[src/hpc_pkg.sv]
// Purpose: shared constants and types for the hall pwm signal conditioner
// Assumes: 20 MHz system clock, 11-bit pwm resolution
// Notes:   register indices are the command-port addresses
package hpc_pkg;
    localparam int ADC_W    = 14;
    localparam int GAIN_W   = 14;
    localparam int GAIN_FRC = 11;
    localparam int QD_W     = 11;
    localparam int FLOOR_W  = 10;
    localparam int CEIL_W   = 11;
    localparam int MODE_W   = 6;
    localparam int TC_W     = 6;
    localparam int QUADRATIC_TEMP_COEFF_W   = 5;
    localparam int ADDR_W   = 4;
    localparam int DATA_W   = 16;
    localparam int DUTY_W   = 12;
    localparam int SUM_W    = ADC_W + GAIN_W - GAIN_FRC + 2;
    localparam int ACC_W    = ADC_W + 8;
    // mode register fields
    localparam int RNG_LSB  = 0;
    localparam int FLT_LSB  = 3;
    localparam int FLD_W    = 3;
    // register indices
    localparam logic [ADDR_W-1:0] IX_MODE  = 4'h0;
    localparam logic [ADDR_W-1:0] IX_GAIN  = 4'h1;
    localparam logic [ADDR_W-1:0] IX_QD    = 4'h2;
    localparam logic [ADDR_W-1:0] IX_FLOOR = 4'h3;
    localparam logic [ADDR_W-1:0] IX_CEIL  = 4'h4;
    localparam logic [ADDR_W-1:0] IX_LOCK  = 4'h5;
    localparam logic [ADDR_W-1:0] IX_SAMP  = 4'h6;
    localparam logic [ADDR_W-1:0] IX_TC    = 4'h7;
    localparam logic [ADDR_W-1:0] IX_QUADRATIC_TEMP_COEFF  = 4'h8;
    localparam logic [ADDR_W-1:0] IX_TRIMO = 4'h9;
    localparam logic [ADDR_W-1:0] IX_TRIMA = 4'hA;
    // duty scale: full scale is 100 percent
    localparam logic [DUTY_W-1:0] DUTY_FULL = 12'h800;
    // filter sample limits, per corner code
    localparam logic [ADC_W-1:0] LIM_80   = 14'hF80;
    localparam logic [ADC_W-1:0] LIM_160  = 14'h7C1;
    localparam logic [ADC_W-1:0] LIM_500  = 14'h14AC;
    localparam logic [ADC_W-1:0] LIM_1K   = 14'hA56;
    localparam logic [ADC_W-1:0] LIM_2K   = 14'h5E8;
    // positive sample ceilings, per corner code
    localparam logic [ADC_W-1:0] LIMH_80  = 14'hF7F;
    localparam logic [ADC_W-1:0] LIMH_160 = 14'h7C1;
    localparam logic [ADC_W-1:0] LIMH_500 = 14'h14AA;
    localparam logic [ADC_W-1:0] LIMH_1K  = 14'hA55;
    localparam logic [ADC_W-1:0] LIMH_2K  = 14'h5E7;
    // filter shift per corner code
    localparam logic [3:0] SH_80  = 4'h7;
    localparam logic [3:0] SH_160 = 4'h6;
    localparam logic [3:0] SH_500 = 4'h5;
    localparam logic [3:0] SH_1K  = 4'h4;
    localparam logic [3:0] SH_2K  = 4'h3;
    // pwm timing
    localparam int CLK_HZ    = 20_000_000;
    localparam int PWM_HZ    = 125;
    localparam int PWM_STEPS = 2048;
    localparam int PWM_DIV   = CLK_HZ / (PWM_HZ * PWM_STEPS);
    typedef enum logic [1:0] {
        HPC_LOAD,
        HPC_RUN,
        HPC_PROG
    } hpc_state_t;
endpackage

[src/hpc_conditioner.sv]
// Purpose: digital signal chain of a programmable linear field sensor
// Assumes: telegram decoder and converter run on clk_sys
// Notes:   nonvolatile cells are not touched by rst
//
// How it works
// - duty equals gain times sample/2048 plus quiescent
// - multiply, add, limit, then pulse width
// - low mode bits pick field range
// - high mode bits pick filter corner
// - sample limits depend on filter corner
// - gain signed, minus four to four
// - unity gain: 2048 counts give 100 percent
// - quiescent duty signed, 1/1024 steps
// - negative quiescent lowers maximum duty
// - floor zero to fifty percent
// - ceiling zero to hundred percent
// - lock acts after power cycle, until nv_clear erases it
// - unlocked registers reprogrammable any number times
// - readable 14-bit filtered sample register
// - sample filtered before readout
// - north pole positive, south negative
// - commands over supply, answered on output
// - pwm suspended during programming
// - trim registers read only
// - temperature coefficients drive sensitivity scaling
`timescale 1ns/100ps
module hpc_conditioner #(
    parameter logic [hpc_pkg::DATA_W-1:0] TRIM_OSC = 16'h0055, // arbitrary
    parameter logic [hpc_pkg::DATA_W-1:0] TRIM_ADC = 16'h00AA, // arbitrary
    parameter int                         PWM_DIV  = hpc_pkg::PWM_DIV
) (
    // clock and reset
    input  wire logic                          clk_sys,
    input  wire logic                          rst,
    // production erase of nonvolatile cells
    input  wire logic                          nv_clear,
    // converter sample, north positive
    input  wire logic                          adc_valid,
    input  wire logic signed [hpc_pkg::ADC_W-1:0] adc_sample,
    // supply modulation detected (pin level)
    input  wire logic                          prog_pin,
    // decoded telegram commands
    input  wire logic                          cmd_valid,
    input  wire logic                          cmd_write,
    input  wire logic [hpc_pkg::ADDR_W-1:0]    cmd_addr,
    input  wire logic [hpc_pkg::DATA_W-1:0]    cmd_wdata,
    // answer on output pin
    output logic                               rsp_valid,
    output logic [hpc_pkg::DATA_W-1:0]         rsp_data,
    // pwm output pin and programming busy flag
    output logic                               pwm_out,
    output logic                               prog_busy,
    // front end settings
    output logic [hpc_pkg::FLD_W-1:0]          fe_range_code,
    output logic [7:0]                         fe_range_mt,
    output logic [hpc_pkg::TC_W-1:0]           fe_tc_lin,
    output logic [hpc_pkg::QUADRATIC_TEMP_COEFF_W-1:0]         fe_tc_quad
);
    import hpc_pkg::*;

    initial begin
        if (PWM_DIV < 1 || PWM_DIV > 65536) $error("PWM_DIV out of range");
    end

    // nonvolatile cells and working copies
    logic [MODE_W-1:0]        nv_mode,  mode_q;
    logic signed [GAIN_W-1:0] nv_gain,  gain_q;
    logic signed [QD_W-1:0]   nv_qd,    qd_q;
    logic [FLOOR_W-1:0]       nv_floor, floor_q;
    logic [CEIL_W-1:0]        nv_ceil,  ceil_q;
    logic [TC_W-1:0]          nv_tc,    tc_q;
    logic [QUADRATIC_TEMP_COEFF_W-1:0]        nv_quadratic_temp_coeff,  quadratic_temp_coeff_q;
    logic                     nv_lock,  lock_act_q;
    hpc_state_t               state_q;
    logic                     prog_s1_q, prog_s2_q;
    logic                     wr_en;

    always_ff @(posedge clk_sys) begin
        prog_s1_q <= prog_pin;
        prog_s2_q <= prog_s1_q;
    end

    // locked part ignores every command
    assign wr_en = cmd_valid && cmd_write && !lock_act_q;

    // nonvolatile cells survive rst, lock only sets by command, cleared by nv_clear
    always_ff @(posedge clk_sys) begin
        if (nv_clear) begin
            nv_mode  <= '0;
            nv_gain  <= '0;
            nv_qd    <= '0;
            nv_floor <= '0;
            nv_ceil  <= '0;
            nv_tc    <= '0;
            nv_quadratic_temp_coeff  <= '0;
            nv_lock  <= 1'b0;
        end else if (wr_en) begin
            case (cmd_addr)
                IX_MODE:  nv_mode  <= cmd_wdata[MODE_W-1:0];
                IX_GAIN:  nv_gain  <= cmd_wdata[GAIN_W-1:0];
                IX_QD:    nv_qd    <= cmd_wdata[QD_W-1:0];
                IX_FLOOR: nv_floor <= cmd_wdata[FLOOR_W-1:0];
                IX_CEIL:  nv_ceil  <= cmd_wdata[CEIL_W-1:0];
                IX_TC:    nv_tc    <= cmd_wdata[TC_W-1:0];
                IX_QUADRATIC_TEMP_COEFF:  nv_quadratic_temp_coeff  <= cmd_wdata[QUADRATIC_TEMP_COEFF_W-1:0];
                IX_LOCK:  nv_lock  <= nv_lock | cmd_wdata[0];
                default:  ;
            endcase
        end
    end

    // working copy: loaded at power-up, follows writes after; the lock copy changes only at power-up
    always_ff @(posedge clk_sys) begin
        if (rst) begin
            mode_q     <= nv_mode;
            gain_q     <= nv_gain;
            qd_q       <= nv_qd;
            floor_q    <= nv_floor;
            ceil_q     <= nv_ceil;
            tc_q       <= nv_tc;
            quadratic_temp_coeff_q     <= nv_quadratic_temp_coeff;
            lock_act_q <= nv_lock;
        end else if (wr_en) begin
            case (cmd_addr)
                IX_MODE:  mode_q  <= cmd_wdata[MODE_W-1:0];
                IX_GAIN:  gain_q  <= cmd_wdata[GAIN_W-1:0];
                IX_QD:    qd_q    <= cmd_wdata[QD_W-1:0];
                IX_FLOOR: floor_q <= cmd_wdata[FLOOR_W-1:0];
                IX_CEIL:  ceil_q  <= cmd_wdata[CEIL_W-1:0];
                IX_TC:    tc_q    <= cmd_wdata[TC_W-1:0];
                IX_QUADRATIC_TEMP_COEFF:  quadratic_temp_coeff_q  <= cmd_wdata[QUADRATIC_TEMP_COEFF_W-1:0];
                default:  ;
            endcase
        end
    end

    // mode decode
    logic [FLD_W-1:0] rng_code, flt_code;
    logic [3:0]       flt_sh;
    logic [ADC_W-1:0] flt_lim, flt_lim_hi;
    assign rng_code = mode_q[RNG_LSB +: FLD_W];
    assign flt_code = mode_q[FLT_LSB +: FLD_W];

    always_comb begin
        case (flt_code)
            3'h0:    begin flt_sh = SH_80;  flt_lim = LIM_80;  end
            3'h1:    begin flt_sh = SH_160; flt_lim = LIM_160; end
            3'h2:    begin flt_sh = SH_500; flt_lim = LIM_500; end
            3'h3:    begin flt_sh = SH_1K;  flt_lim = LIM_1K;  end
            default: begin flt_sh = SH_2K;  flt_lim = LIM_2K;  end
        endcase
    end

    always_comb begin
        case (flt_code)
            3'h0:    flt_lim_hi = LIMH_80;
            3'h1:    flt_lim_hi = LIMH_160;
            3'h2:    flt_lim_hi = LIMH_500;
            3'h3:    flt_lim_hi = LIMH_1K;
            default: flt_lim_hi = LIMH_2K;
        endcase
    end

    always_ff @(posedge clk_sys) begin
        fe_range_code <= rng_code;
        fe_tc_lin     <= tc_q;
        fe_tc_quad    <= quadratic_temp_coeff_q;
        case (rng_code)
            3'h0:    fe_range_mt <= 8'h1E;
            3'h4:    fe_range_mt <= 8'h28;
            3'h5:    fe_range_mt <= 8'h3C;
            3'h1:    fe_range_mt <= 8'h4B;
            3'h6:    fe_range_mt <= 8'h50;
            3'h2:    fe_range_mt <= 8'h5A;
            3'h7:    fe_range_mt <= 8'h64;
            default: fe_range_mt <= 8'h96;
        endcase
    end

    // low-pass filter and limited readout
    logic signed [ACC_W-1:0] acc_q, flt_y;
    logic signed [ADC_W-1:0] sample_q, lim_p, lim_h;
    assign flt_y = acc_q >>> flt_sh;
    assign lim_p = $signed(flt_lim);
    assign lim_h = $signed(flt_lim_hi);

    always_ff @(posedge clk_sys) begin
        if (rst) begin
            acc_q <= '0;
        end else if (adc_valid) begin
            acc_q <= acc_q - flt_y + ACC_W'(adc_sample);
        end
    end

    always_ff @(posedge clk_sys) begin
        if (rst) begin
            sample_q <= '0;
        end else if (flt_y > ACC_W'(lim_h)) begin
            sample_q <= lim_h;
        end else if (flt_y < -ACC_W'(lim_p)) begin
            sample_q <= -lim_p;
        end else begin
            sample_q <= ADC_W'(flt_y);
        end
    end

    // multiply, add, saturate, clamp
    logic signed [ADC_W+GAIN_W-1:0] prod_q;
    logic signed [SUM_W-1:0]        sum, top, sat, lo, hi;
    logic [DUTY_W-1:0]              dc_q;

    always_ff @(posedge clk_sys) begin
        if (rst) begin
            prod_q <= '0;
        end else begin
            prod_q <= sample_q * gain_q;
        end
    end

    always_comb begin
        sum = SUM_W'(prod_q >>> GAIN_FRC) + (SUM_W'(qd_q) <<< 1);
        top = (qd_q < 0) ? SUM_W'(DUTY_FULL) + (SUM_W'(qd_q) <<< 1)
                         : SUM_W'(DUTY_FULL);
        sat = (sum < 0) ? '0 : ((sum > top) ? top : sum);
        lo  = SUM_W'(floor_q);
        hi  = SUM_W'(ceil_q);
        if (sat < lo) begin
            sat = lo;
        end
        if (sat > hi) begin
            sat = hi;
        end
    end

    always_ff @(posedge clk_sys) begin
        if (rst) begin
            dc_q <= '0;
        end else begin
            dc_q <= DUTY_W'(sat);
        end
    end

    // pwm step divider and period counter
    logic [15:0]       div_q;
    logic              tick;
    logic [10:0]       cnt_q;
    logic [DUTY_W-1:0] duty_q;
    assign tick = (div_q == 16'(PWM_DIV - 1));

    always_ff @(posedge clk_sys) begin
        if (rst || tick) begin
            div_q <= '0;
        end else begin
            div_q <= div_q + 16'h0001;
        end
    end

    always_ff @(posedge clk_sys) begin
        if (rst || state_q != HPC_RUN) begin
            cnt_q  <= '0;
            duty_q <= dc_q;
        end else if (tick) begin
            cnt_q <= cnt_q + 11'h001;
            if (cnt_q == 11'h7FF) begin
                duty_q <= dc_q;
            end
        end
    end

    // mode control
    always_ff @(posedge clk_sys) begin
        if (rst) begin
            state_q <= HPC_LOAD;
        end else begin
            case (state_q)
                HPC_LOAD: state_q <= HPC_RUN;
                HPC_RUN:  if (prog_s2_q && !lock_act_q) state_q <= HPC_PROG;
                HPC_PROG: if (!prog_s2_q) state_q <= HPC_LOAD;
                default:  state_q <= HPC_LOAD;
            endcase
        end
    end

    always_ff @(posedge clk_sys) begin
        if (rst) begin
            pwm_out   <= 1'b0;
            prog_busy <= 1'b0;
        end else begin
            pwm_out   <= (state_q == HPC_RUN) && ({1'b0, cnt_q} < duty_q);
            prog_busy <= (state_q == HPC_PROG);
        end
    end

    // command answers
    always_ff @(posedge clk_sys) begin
        if (rst) begin
            rsp_valid <= 1'b0;
            rsp_data  <= '0;
        end else begin
            rsp_valid <= cmd_valid && !lock_act_q;
            rsp_data  <= '0;
            if (cmd_valid && !cmd_write) begin
                case (cmd_addr)
                    IX_MODE:  rsp_data <= DATA_W'(mode_q);
                    IX_GAIN:  rsp_data <= DATA_W'($unsigned(gain_q));
                    IX_QD:    rsp_data <= DATA_W'($unsigned(qd_q));
                    IX_FLOOR: rsp_data <= DATA_W'(floor_q);
                    IX_CEIL:  rsp_data <= DATA_W'(ceil_q);
                    IX_TC:    rsp_data <= DATA_W'(tc_q);
                    IX_QUADRATIC_TEMP_COEFF:  rsp_data <= DATA_W'(quadratic_temp_coeff_q);
                    IX_LOCK:  rsp_data <= DATA_W'(nv_lock);
                    IX_SAMP:  rsp_data <= DATA_W'($unsigned(sample_q));
                    IX_TRIMO: rsp_data <= TRIM_OSC;
                    IX_TRIMA: rsp_data <= TRIM_ADC;
                    default:  rsp_data <= '0;
                endcase
            end
        end
    end

    // checks
    a_prog_silent: assert property (@(posedge clk_sys) disable iff (rst)
        state_q == HPC_PROG |=> !pwm_out)
        else $error("pwm active during programming");
    a_lock_ignores: assert property (@(posedge clk_sys) disable iff (rst)
        lock_act_q && cmd_valid |=> !rsp_valid)
        else $error("locked part answered");
    a_lock_sticky: assert property (@(posedge clk_sys) disable iff (nv_clear)
        nv_lock |=> nv_lock)
        else $error("lock bit cleared");
    a_lock_frozen: assert property (@(posedge clk_sys) disable iff (rst)
        lock_act_q |=> $stable(gain_q) && $stable(qd_q))
        else $error("locked register changed");
    a_clamp_range: assert property (
        @(posedge clk_sys) disable iff (rst) ceil_q >= CEIL_W'(floor_q)
        |=> dc_q >= DUTY_W'($past(floor_q))
            && dc_q <= DUTY_W'($past(ceil_q)))
        else $error("duty outside floor and ceiling");
    a_neg_qd_top: assert property (
        @(posedge clk_sys) disable iff (rst)
        qd_q < 0 && $stable(qd_q) |=> $signed({1'b0, dc_q})
            <= $signed({1'b0, DUTY_FULL}) + 2 * $past(qd_q))
        else $error("duty above quiescent plus full scale");
    a_sample_lim: assert property (
        @(posedge clk_sys) disable iff (rst) $stable(flt_code)
        |=> sample_q <= $past(lim_h) && sample_q >= -$past(lim_p))
        else $error("sample beyond corner limit");
    a_write_resp: assert property (
        @(posedge clk_sys) disable iff (rst)
        wr_en && cmd_addr == IX_GAIN |=> gain_q == GAIN_W'($past(cmd_wdata))
            && rsp_valid)
        else $error("write not applied or answered");
    a_load_first: assert property (@(posedge clk_sys) disable iff (rst)
        state_q == HPC_LOAD |=> !pwm_out)
        else $error("pwm before load");
    c_prog_entry: cover property (@(posedge clk_sys) disable iff (rst)
        state_q == HPC_RUN ##1 state_q == HPC_PROG);
    c_floor_hit: cover property (@(posedge clk_sys) disable iff (rst)
        sat == SUM_W'(floor_q) && floor_q != '0);
    c_ceiling_hit: cover property (@(posedge clk_sys) disable iff (rst)
        sum > SUM_W'(ceil_q));
endmodule

[config.mk]
export PLATFORM = sky130hd
export DESIGN_NAME = hpc_conditioner
export DESIGN_NICKNAME = d
export VERILOG_FILES = /design/src/hpc_pkg.sv /design/src/hpc_conditioner.sv
export SDC_FILE = /design/constraint.sdc
export NUM_CORES = 1
export LEC_CHECK = 0
export BUFFER_PORTS_ARGS = -buffer_cell sky130_fd_sc_hd__buf_2
export CORE_MARGIN = 2
export CORE_UTILIZATION = 47
export CTS_CLUSTER_DIAMETER = 50
export DETAILED_ROUTE_END_ITERATION = 10
export PLACE_DENSITY = 0.68
export REMOVE_ABC_BUFFERS = 1
export SYNTH_ARGS = -nofsm -noshare
export SYNTH_HDL_FRONTEND = slang
export SYNTH_SLANG_ARGS = --single-unit
[constraint.sdc]
create_clock -name clk_sys -period 15.96 [get_ports clk_sys]
set_input_delay 3.192 -clock clk_sys [delete_from_list [all_inputs] [get_ports clk_sys]]
set_output_delay 3.192 -clock clk_sys [all_outputs]
set_load 0.01 [all_outputs]
==> flow_metrics.tcl, run 1 <==
set metrics [dict create \
    dr_total_vias 17386 \
    drc 0 \
    cts_root_buffer "clkbuf_16" \
    fin_setup_tns_ns 0 \
    synth_commonest_cells "410 x nand2_1, 271 x inv_1, 216 x fa_1" \
    netlist_area_mm2 0.0224 \
    dieArea_mm2 0.0494 \
    busiest_layer "met2" \
    synth_top_area_share_pct 19.3 \
    row_count 79 \
    rsz0062_at_grt "false" \
    switching_share_pct 46.1 \
    yosys.area.top_type "fa_1" \
    p_sw_mw 2.55 \
    hold_slack_ns 0.332 \
    seqPwrFrac_pct 17.0 \
    period_minus_slack_ns 9.10 \
    die_h_um 222 \
    hpwl_mm 42.3 \
    crit_path_end_kind "register" \
    synth_ff_type "dfxtp_1" \
    final-setup-viol-count 0 \
    p_leak_nw 11.6 \
    cts_max_level 2 \
    synthesis.instances 2471 \
    period_share_pct 57.0 \
    cp_slowest_cell "o311ai_0" \
    fp.coreArea_mm2 0.0468 \
    drv_slew 0 \
    fin_nets 2936 \
    synth.area.top_cells "fa_1 19%, dfxtp_1 18%, edfxtp_1 10%, ha_1 10%, nand2_1 6.9%" \
    insertion_delay_ns 0.57 \
    synth-edff-count 76 \
    outcome "finished, final reports clean" \
    overflow 0 \
    area_growth_pct 9.64 \
    hold_viol_final 0 \
    power_frac_clock_pct 15.8 \
    min_path_type "register to register" \
    maxSlewHeadroom_pct 32.6 \
    multi_input_area_mm2 0.0147 \
    gp_congestion 0.892 \
    wl_per_cell_um 17.9 \
    yosys_warnings 0 \
    met1_usage_pct 30.3 \
    layout-drive-gt1-share_pct 7.71 \
    synth_cell_types 77 \
    met3_usage_pct 3.85 \
    ctsLongestPathBuffers 3 \
    power.density_mw_per_mm2 226 \
    async_flop_share_pct 0 \
    routed_wl_mm 56.2 \
    critPathRequiredTime_ns 16.36 \
    use_met2_pct 39.0 \
    intPower_mw 2.98 \
    cts_tree "done" \
    tightest_slew_ns 1.01 \
    max_freq_mhz 110 \
    grt_pass1_wl_mm 92.8 \
    cts_setup_buffers 0 \
    grt_pass1_vias 18019 \
    clkSinkCount 275 \
    yosysSeqAreaShare_pct 28.0 \
    ios 82 \
    seq_area_mm2 0.00627 \
    worst-setup-path-type "register to register" \
    combPwrFrac_pct 67.2 \
    antenna_cells 0 \
    syn_avg_cell_area_um2 9.06 \
    grt_use_total_pct 23.4 \
    yosysMostFrequentCell "nand2_1" \
    ant_nets 0 \
    finalClockSkew_ns 0.0307 \
    cts_buffers 39 \
    cp_max_fo 21 \
    die_w_um 222 \
    max_stage_delay_ns 0.72 \
    grt_antenna_before_repair 4 \
    arrival_ns 9.50 \
    cap_violations 0 \
    start_kind "register" \
    drt_iter0_drc 1169 \
    synth_seq_cells 275 \
    drt_first_pass_iters 5 \
    cts_hold_buf 0 \
    cts_resized 0 \
    nFillCells 4226 \
    port_buffers 77 \
    start_util_pct 47.9 \
    clk_pin_slew_ns 0.06 \
    via_per_inst 5.55 \
    peakVddDrop_mv 0.185 \
    grt_max_degree 88 \
]
[layout make-up]
| class | count | share of cell area [%] |
|---|---|---|
| inverters | 271 | 4.14 |
| repair buffers | 92 | 2.04 |
| flip-flops and latches | 275 | 25.5 |
| clock inverters | 25 | 1.17 |
| well taps | 607 | 3.09 |
| multi-input cells | 1818 | 59.8 |
| clock buffers | 47 | 4.26 |
[flip-flops by register name (all words and copies together) (netlist names), 12 cells and up]
register	flops
duty_q	12
div_q	16
acc_q	22
nv_gain	14
rsp_data	14
prod_q	17
sample_q	14
dc_q	12
gain_q	14
[cells in the final DEF (no fill, tap or decap), types with 10 or more instances in the layout]
cell type  instances
and2_1            85
a22oi_1           12
nand4_1           20
clkbuf_16         39
nand2b_1          44
ha_1             182
buf_4             16
nor2_1           166
buf_2             76
o21a_1            13
and3_1            14
dfxtp_1          199
conb_1            12
or2_2             10
edfxtp_1          76
mux2i_1           93
fa_1             216
a21oi_1          134
o21ai_0           42
inv_1            271
xor2_1            28
nor2b_1           14
nand3_1           43
xnor2_1           47
nand2_1          410
a211oi_1          28
a31oi_1           13
nor3_1            30
a21o_1            39
[power groups by stage]
stage | logic (mW) | clock network (mW) | registers (mW)
2_1_floorplan | 2.88 | 0 | 0.916
3_3_place_gp | 3.61 | 0 | 0.953
3_5_place_dp | 3.71 | 0 | 0.955
4_1_cts | 3.76 | 0.891 | 0.941
5_1_grt | 4.30 | 0.919 | 0.953
6_report | 3.72 | 0.873 | 0.942
[worst max-delay path: cells and delay by family, from the launching register on]
| family | cells | cell delay, ns |
|---|---|---|
| compound gates | 19 | 4.88 |
| fa+ha+maj | 4 | 1.35 |
| buf+inv | 1 | 0.07 |
| flops | 1 | 0.49 |
| mux | 2 | 0.65 |
| simple gates | 8 | 1.45 |
[stage by stage]
stage	instances	total power, mW	util, %	area, um^2	worst slack (ns)
global route	3135	6.18	52.5	24600	5.98
CTS	3135	5.59	52.5	24600	6.92
finish	3135	5.54	52.5	24600	6.86
global placement	3063	4.56	49.7	23200	7.13
detailed placement	3063	4.66	49.7	23200	7.01
floorplan	2364	3.79	-	22000	8.38
[cell families (layout without fill, tap and decap cells)]
logic type      after synthesis  in the layout  share of synthesized area (%)
buf+inv                     389            435                           6.67
other cells                   1             12                         0.0167
compound gates              356            356                           10.3
fa+ha+maj                   398            398                           29.5
flops                       275            275                           28.0
xor+xnor                     75             75                           2.93
mux                         104            104                           4.81
simple gates                873            873                           17.8
[per-layer routing]
metal	vias up	routed length [um]	part of all wire, %
li1	8208	-	-
met1	8516	24000	43
met2	547	26400	47
met3	111	3630	6.5
met4	4	2160	3.8
met5	-	22	0.039
[worst paths after layout]
kind | startpoint | end | slack (ns) | depth (start not counted)
hold reg to reg | prog_s1_q | prog_s2_q | 0.33 | 0
setup / recovery | qd_q[3] | dc_q[10] | 6.86 | 34
setup reg to reg | qd_q[3] | dc_q[10] | 6.86 | 34
hold / removal | prog_s1_q | prog_s2_q | 0.33 | 0
Note: power is estimated with default switching activity, not from simulation.
==> run 2: changes to the inputs <==
--- a/config.mk
+++ b/config.mk
@@ -10,7 +10,7 @@
 export CORE_UTILIZATION = 47
 export CTS_CLUSTER_DIAMETER = 50
 export DETAILED_ROUTE_END_ITERATION = 10
-export PLACE_DENSITY = 0.68
+export PLACE_DENSITY = 0.71
 export REMOVE_ABC_BUFFERS = 1
 export SYNTH_ARGS = -nofsm -noshare
 export SYNTH_HDL_FRONTEND = slang
==> constraint.sdc (replaced) <==
create_clock -name clk_sys -period 7.63 [get_ports clk_sys]
set_input_delay 1.526 -clock clk_sys [delete_from_list [all_inputs] [get_ports clk_sys]]
set_output_delay 1.526 -clock clk_sys [all_outputs]
set_load 0.01 [all_outputs]
==> run 2 against run 1 <==
  * Critical path depth increased by 2
  * Global-route usage increased by 0.39 points
  * Clock power increased by 84%
==> flow_metrics.tcl, run 2 (synthesized netlist as in run 1, its figures left out) <==
set metrics [dict create \
    outcome "finished, final reports clean" \
    ff2ff_setup_slack_ns 0.27 \
    power.density_mw_per_mm2 470 \
    grt_pass1_wl_mm 94.1 \
    ant_nets 0 \
    largest_reg_flops 22 \
    maxSlewHeadroom_pct 30.6 \
    critPathRequiredTime_ns 8.09 \
    gp_congestion 0.942 \
    fin_nets 2982 \
    row_count 79 \
    cts_root_buffer "clkbuf_16" \
    path_buf_inv 4 \
    worst-setup-path-type "register to register" \
    path_delay_family "compound AO/OA/AOI/OAI gates" \
    hold_viol_final 0 \
    place_area_mm2 0.0235 \
    drt_iter0_drc 1273 \
    die_w_um 222 \
    post-place-ws_ns -0.00103 \
    port_buffers 77 \
    drt_first_pass_iters 5 \
    ctsLongestPathBuffers 3 \
    die_h_um 222 \
    max_stage_delay_ns 0.42 \
    max_freq_mhz 136 \
    start_util_pct 47.9 \
    cts_tree "done" \
    cp_common_cell "o21a_1" \
    arrival_ns 7.81 \
    seqPwrFrac_pct 17.1 \
    combPwrFrac_pct 69.3 \
    rr_endpoint "dc_q[0]" \
    fin_cells 3177 \
    design_area_mm2 0.0251 \
    intPower_mw 6.31 \
    fin_util_pct 53.6 \
    wl_per_cell_um 18.5 \
    ios 82 \
    clkSinkCount 275 \
    dr_total_vias 17691 \
    reg.largest.list "acc_q (22), prod_q (17), div_q (16)" \
    final-setup-viol-count 0 \
    nFillCells 4197 \
    r2r_start "qd_q[0]" \
    power_frac_clock_pct 13.6 \
    place_inst 3100 \
    grt_pass1_vias 17855 \
    crit_path_end "dc_q[0]" \
    final_common_cell "nand2_1" \
    peakVddDrop_mv 0.426 \
    mostFrequentLayoutCells "409 x nand2_1, 270 x inv_1, 215 x fa_1, 199 x dfxtp_1, 174 x ha_1" \
    cap_violations 0 \
    period_share_pct 96.4 \
    drv_slew 0 \
    fin_setup_tns_ns 0 \
    grt_antenna_before_repair 5 \
    grt_use_total_pct 23.8 \
    layout-drive-gt1-share_pct 10.7 \
    routed_wl_mm 58.6 \
    cp_slowest_cell "edfxtp_1" \
    hpwl_mm 44.8 \
    finalClockSkew_ns 0.0168 \
    drc 0 \
    area_growth_pct 11.9 \
    crit_path_end_kind "register" \
    overflow 0 \
    period_minus_slack_ns 7.36 \
    cts_buffers 34 \
    cp_num_cells 36 \
    cts_max_level 2 \
    dieArea_mm2 0.0494 \
    insertion_delay_ns 0.54 \
    crit_start "qd_q[0]" \
    grt_max_degree 117 \
    via_per_inst 5.57 \
    cts_hold_buf 0 \
    switching_share_pct 46.4 \
    fin_ws_ns 0.275 \
    top_register "acc_q" \
    tightest_slew_ns 1.03 \
    r2r_cells 36 \
    p_leak_nw 11.8 \
    p_sw_mw 5.47 \
    clk_pin_slew_ns 0.06 \
    start_kind "register" \
    min_path_type "register to register" \
    cp_max_fo 5 \
    fp.coreArea_mm2 0.0468 \
]
-- run 2: cell types whose count changed in the layout (fill, tap and decap cells not counted), sizes merged --
cell,previous run,this run
buf,92,141
inv,285,280
clkbuf,47,43
clkinvlp,1,4
clkinv,8,6
diode,0,1
-- run 2: timing repair --
action	4_1_cts	5_1_grt
endpoints found under the setup margin	9	11
pin swaps	1	27
gates resized for setup	2	55
setup buffers	0	11
gates cloned	0	3
-- run 2: metal layers --
layer  vias up  global-route usage, %  wire length [um]
met1      8656                   31.3             24900
met5         -                      0                25
met2       593                   39.2             27600
met3       139                   4.36              4030
met4         4                   8.63              2080
li1       8299                      -                 -
-- run 2: cell type report --
type	instances	area [um^2]	area share [%]
inverters	271	1020	4.06
flip-flops and latches	275	6270	25.0
diodes	1	2.50	0.00999
clock inverters	21	233	0.929
repair buffers	143	951	3.80
clock buffers	41	887	3.54
well taps	607	759	3.03
multi-input cells	1818	14900	59.6
-- run 2: power by group through the flow --
| stage | combinational [mW] | sequential [mW] | clock [mW] |
|---|---|---|---|
| 2_1_floorplan | 6.02 | 1.92 | 0 |
| 3_3_place_gp | 7.70 | 2.02 | 0 |
| 3_5_place_dp | 7.90 | 2.03 | 0 |
| 4_1_cts | 7.99 | 2.00 | 1.64 |
| 5_1_grt | 9.33 | 2.03 | 1.70 |
| 6_report | 8.16 | 2.01 | 1.61 |
-- run 2: worst min-delay path by stage --
| stage | startpoint | slack (ns) | endpoint | depth (start not counted) |
|---|---|---|---|---|
| floorplan | prog_s1_q | 0.31 | prog_s2_q | 0 |
| global placement | prog_s1_q | 0.31 | prog_s2_q | 0 |
| global route | prog_s1_q | 0.33 | prog_s2_q | 0 |
| detailed placement | prog_s1_q | 0.32 | prog_s2_q | 0 |
| finish | prog_s1_q | 0.33 | prog_s2_q | 0 |
| CTS | prog_s1_q | 0.33 | prog_s2_q | 0 |
-- run 2: per-stage QoR --
stage                     total power [mW]  hold WS (ns)
after global placement                9.72         0.312
after floorplan                       7.93         0.310
final                                 11.8         0.326
after global routing                  13.1         0.327
after detailed placement              9.93         0.315
after CTS                             11.6         0.328
==> run 3: changes to the inputs <==
--- a/config.mk
+++ b/config.mk
@@ -5,6 +5,7 @@
 export SDC_FILE = /design/constraint.sdc
 export NUM_CORES = 1
 export LEC_CHECK = 0
+export ABC_AREA = 1
 export BUFFER_PORTS_ARGS = -buffer_cell sky130_fd_sc_hd__buf_2
 export CORE_MARGIN = 2
 export CORE_UTILIZATION = 47
==> run 3 against run 2 <==
  * Clock skew increased by 0.0053 ns
  * Via count increased by 9.2%
  * Maximum frequency rose by 7.0%
  * Sequential cell count stayed put
  * Global-route usage up 0.60 points
  * Die area up 2.2%
  * Final cell count up 14%
==> flow_metrics.tcl, run 3 <==
set metrics [dict create \
    outcome "finished, final reports clean" \
    ios 82 \
    async_flop_share_pct 0 \
    die_w_um 225 \
    synth.area.top_cells "fa_1 19%, dfxtp_1 17%, nand2_1 14%, edfxtp_1 10%, ha_1 9.9%" \
    area_growth_pct 9.22 \
    gp_congestion 0.946 \
    period_share_pct 90.1 \
    dieArea_mm2 0.0505 \
    min_path_type "register to register" \
    max_stage_delay_ns 0.52 \
    tightest_slew_ns 1.22 \
    synth_cell_types 65 \
    grt_pass1_vias 19095 \
    arrival_ns 7.32 \
    ctsLongestPathBuffers 3 \
    cp_common_cell "nand2_1" \
    grt_pass1_wl_mm 98.1 \
    clk_pin_slew_ns 0.06 \
    netlist_area_mm2 0.0229 \
    maxSlewHeadroom_pct 18.7 \
    cts_root_buffer "clkbuf_16" \
    layout-drive-gt1-share_pct 7.05 \
    syn_avg_cell_area_um2 7.84 \
    drt_first_pass_iters 6 \
    place_inst 3540 \
    fin_setup_tns_ns 0 \
    cts_max_level 2 \
    die_h_um 225 \
    start_util_pct 47.8 \
    period_minus_slack_ns 6.87 \
    drt_iter0_drc 1464 \
    synthesis.instances 2919 \
    synth_seq_cells 275 \
    start_kind "register" \
    dr_total_vias 19314 \
    r2r_start "qd_q[2]" \
    final_common_cell "nand2_1" \
    post-place-ws_ns 0.773 \
    ant_nets 0 \
    grt_antenna_before_repair 2 \
    max_freq_mhz 145 \
    yosys_warnings 0 \
    cts_buffers 37 \
    cap_violations 0 \
    cp_slowest_cell "edfxtp_1" \
    whs_endpoint "prog_s2_q" \
    clkSinkCount 275 \
    finalClockSkew_ns 0.0222 \
    worst-setup-path-type "register to register" \
    fin_ws_ns 0.756 \
    synth_top_area_share_pct 18.9 \
    insertion_delay_ns 0.56 \
    drc 0 \
    via_per_inst 5.35 \
    fin_cells 3610 \
    hold_viol_final 0 \
    crit_path_end_kind "register" \
    hpwl_mm 47.6 \
    synth_ff_type "dfxtp_1" \
    nFillCells 4438 \
    hold_depth 0 \
    r2r_cells 43 \
    yosys.area.top_type "fa_1" \
    overflow 0 \
    cts_setup_buffers 0 \
    fp.coreArea_mm2 0.0479 \
    cp_max_fo 20 \
    grt_max_degree 65 \
    yosysMostFrequentCell "nand2_1" \
    top_register "acc_q" \
    rsz0062_at_grt "false" \
    fin_util_pct 52.2 \
    cts_tree "done" \
    synth_commonest_cells "828 x nand2_1, 532 x inv_1, 218 x a21oi_1" \
    drv_slew 0 \
    row_count 80 \
    wl_per_cell_um 16.7 \
    synth-edff-count 76 \
    final-setup-viol-count 0 \
    min_from "prog_s1_q" \
    critPathRequiredTime_ns 8.08 \
    largest_reg_flops 22 \
    yosysSeqAreaShare_pct 27.4 \
    routed_wl_mm 60.3 \
    mostFrequentLayoutCells "828 x nand2_1, 531 x inv_1, 218 x a21oi_1, 216 x fa_1, 199 x dfxtp_1" \
    rr_endpoint "dc_q[0]" \
    reg.largest.list "acc_q (22), prod_q (17), div_q (16)" \
    port_buffers 77 \
    grt_use_total_pct 24.4 \
    ff2ff_setup_slack_ns 0.76 \
    fin_nets 3403 \
]
==> run 3: cell count changes after synthesis, moves of 19 or more <==
cell / previous run / this run
a21o_1: 39 / 1
xnor2_1: 47 / 17
o21ai_0: 42 / 112
nand2_1: 410 / 828
and2_1: 85 / 4
mux2i_1: 93 / 0
inv_1: 271 / 532
nand2b_1: 44 / 0
a21oi_1: 134 / 218
clkbuf_1: 100 / 74
a211oi_1: 28 / 6
nor2_1: 166 / 130
nand3_1: 43 / 62
==> run 3: cell type report <==
cell class	count	area [um^2]	share of cell area [%]
diodes	2	5.00	0.0200
clock buffers	49	1040	4.17
clock inverters	19	181	0.725
inverters	544	2040	8.17
multi-input cells	2017	14200	56.9
flip-flops and latches	275	6270	25.1
well taps	615	769	3.08
repair buffers	89	478	1.91
==> run 3: what timing repair did <==
action                     4_1_cts  5_1_grt
resized for setup                0        1
setup endpoints to repair        0        1
hold buffers                     0        0
==> run 3: logic make-up (layout without fill, tap and decap cells) <==
group                      count (synthesis)  after routing  synth area share [%]
other                                      1             14                0.0164
xor gates and xnor gates                  41             41                  1.57
adders and majority gates                398            398                  28.8
DFF                                      275            275                  27.4
buffers and inverters                    638            701                  10.7
and+or+nand+nor                         1125           1125                  20.5
AOI/OAI and AO/OA                        441            441                  11.0
==> run 3: stage by stage <==
stage          area [um^2]  hold WS, ns
6_report             25000        0.327
5_1_grt              25000        0.342
4_1_cts              25000        0.326
3_5_place_dp         23800        0.314
3_3_place_gp         23800        0.310
2_1_floorplan        22500        0.310
==> run 3: metal layers <==
layer,vias to the layer above,routed length [um],track usage [%]
li1,9270,-,-
met1,9203,26600,33.3
met2,730,27600,40.2
met3,109,4750,3.93
met4,2,1350,6.77
met5,-,13,0
==> run 3: worst max-delay path by stage <==
| stage | end | cells past startpoint | start |
|---|---|---|---|
| CTS | dc_q[0] | 42 | qd_q[2] |
| global placement | dc_q[0] | 43 | qd_q[2] |
| floorplan | dc_q[0] | 44 | qd_q[2] |
| global route | dc_q[2] | 42 | qd_q[2] |
| detailed placement | dc_q[0] | 42 | qd_q[2] |
| finish | dc_q[0] | 43 | qd_q[2] |
==> run 3: worst max-delay path: cells and delay by family (launching register included) <==
kind / cells / cell delay [ns]
simple gates: 22 / 2.28
buf+inv: 5 / 0.62
xor+xnor: 1 / 0.18
flops: 1 / 0.52
compound gates: 11 / 1.87
fa+ha+maj: 4 / 1.26
Power of run 3 is left out: the tool's default activity adds up to more than one toggle a clock period on the data nets, which glitch-free logic cannot reach.
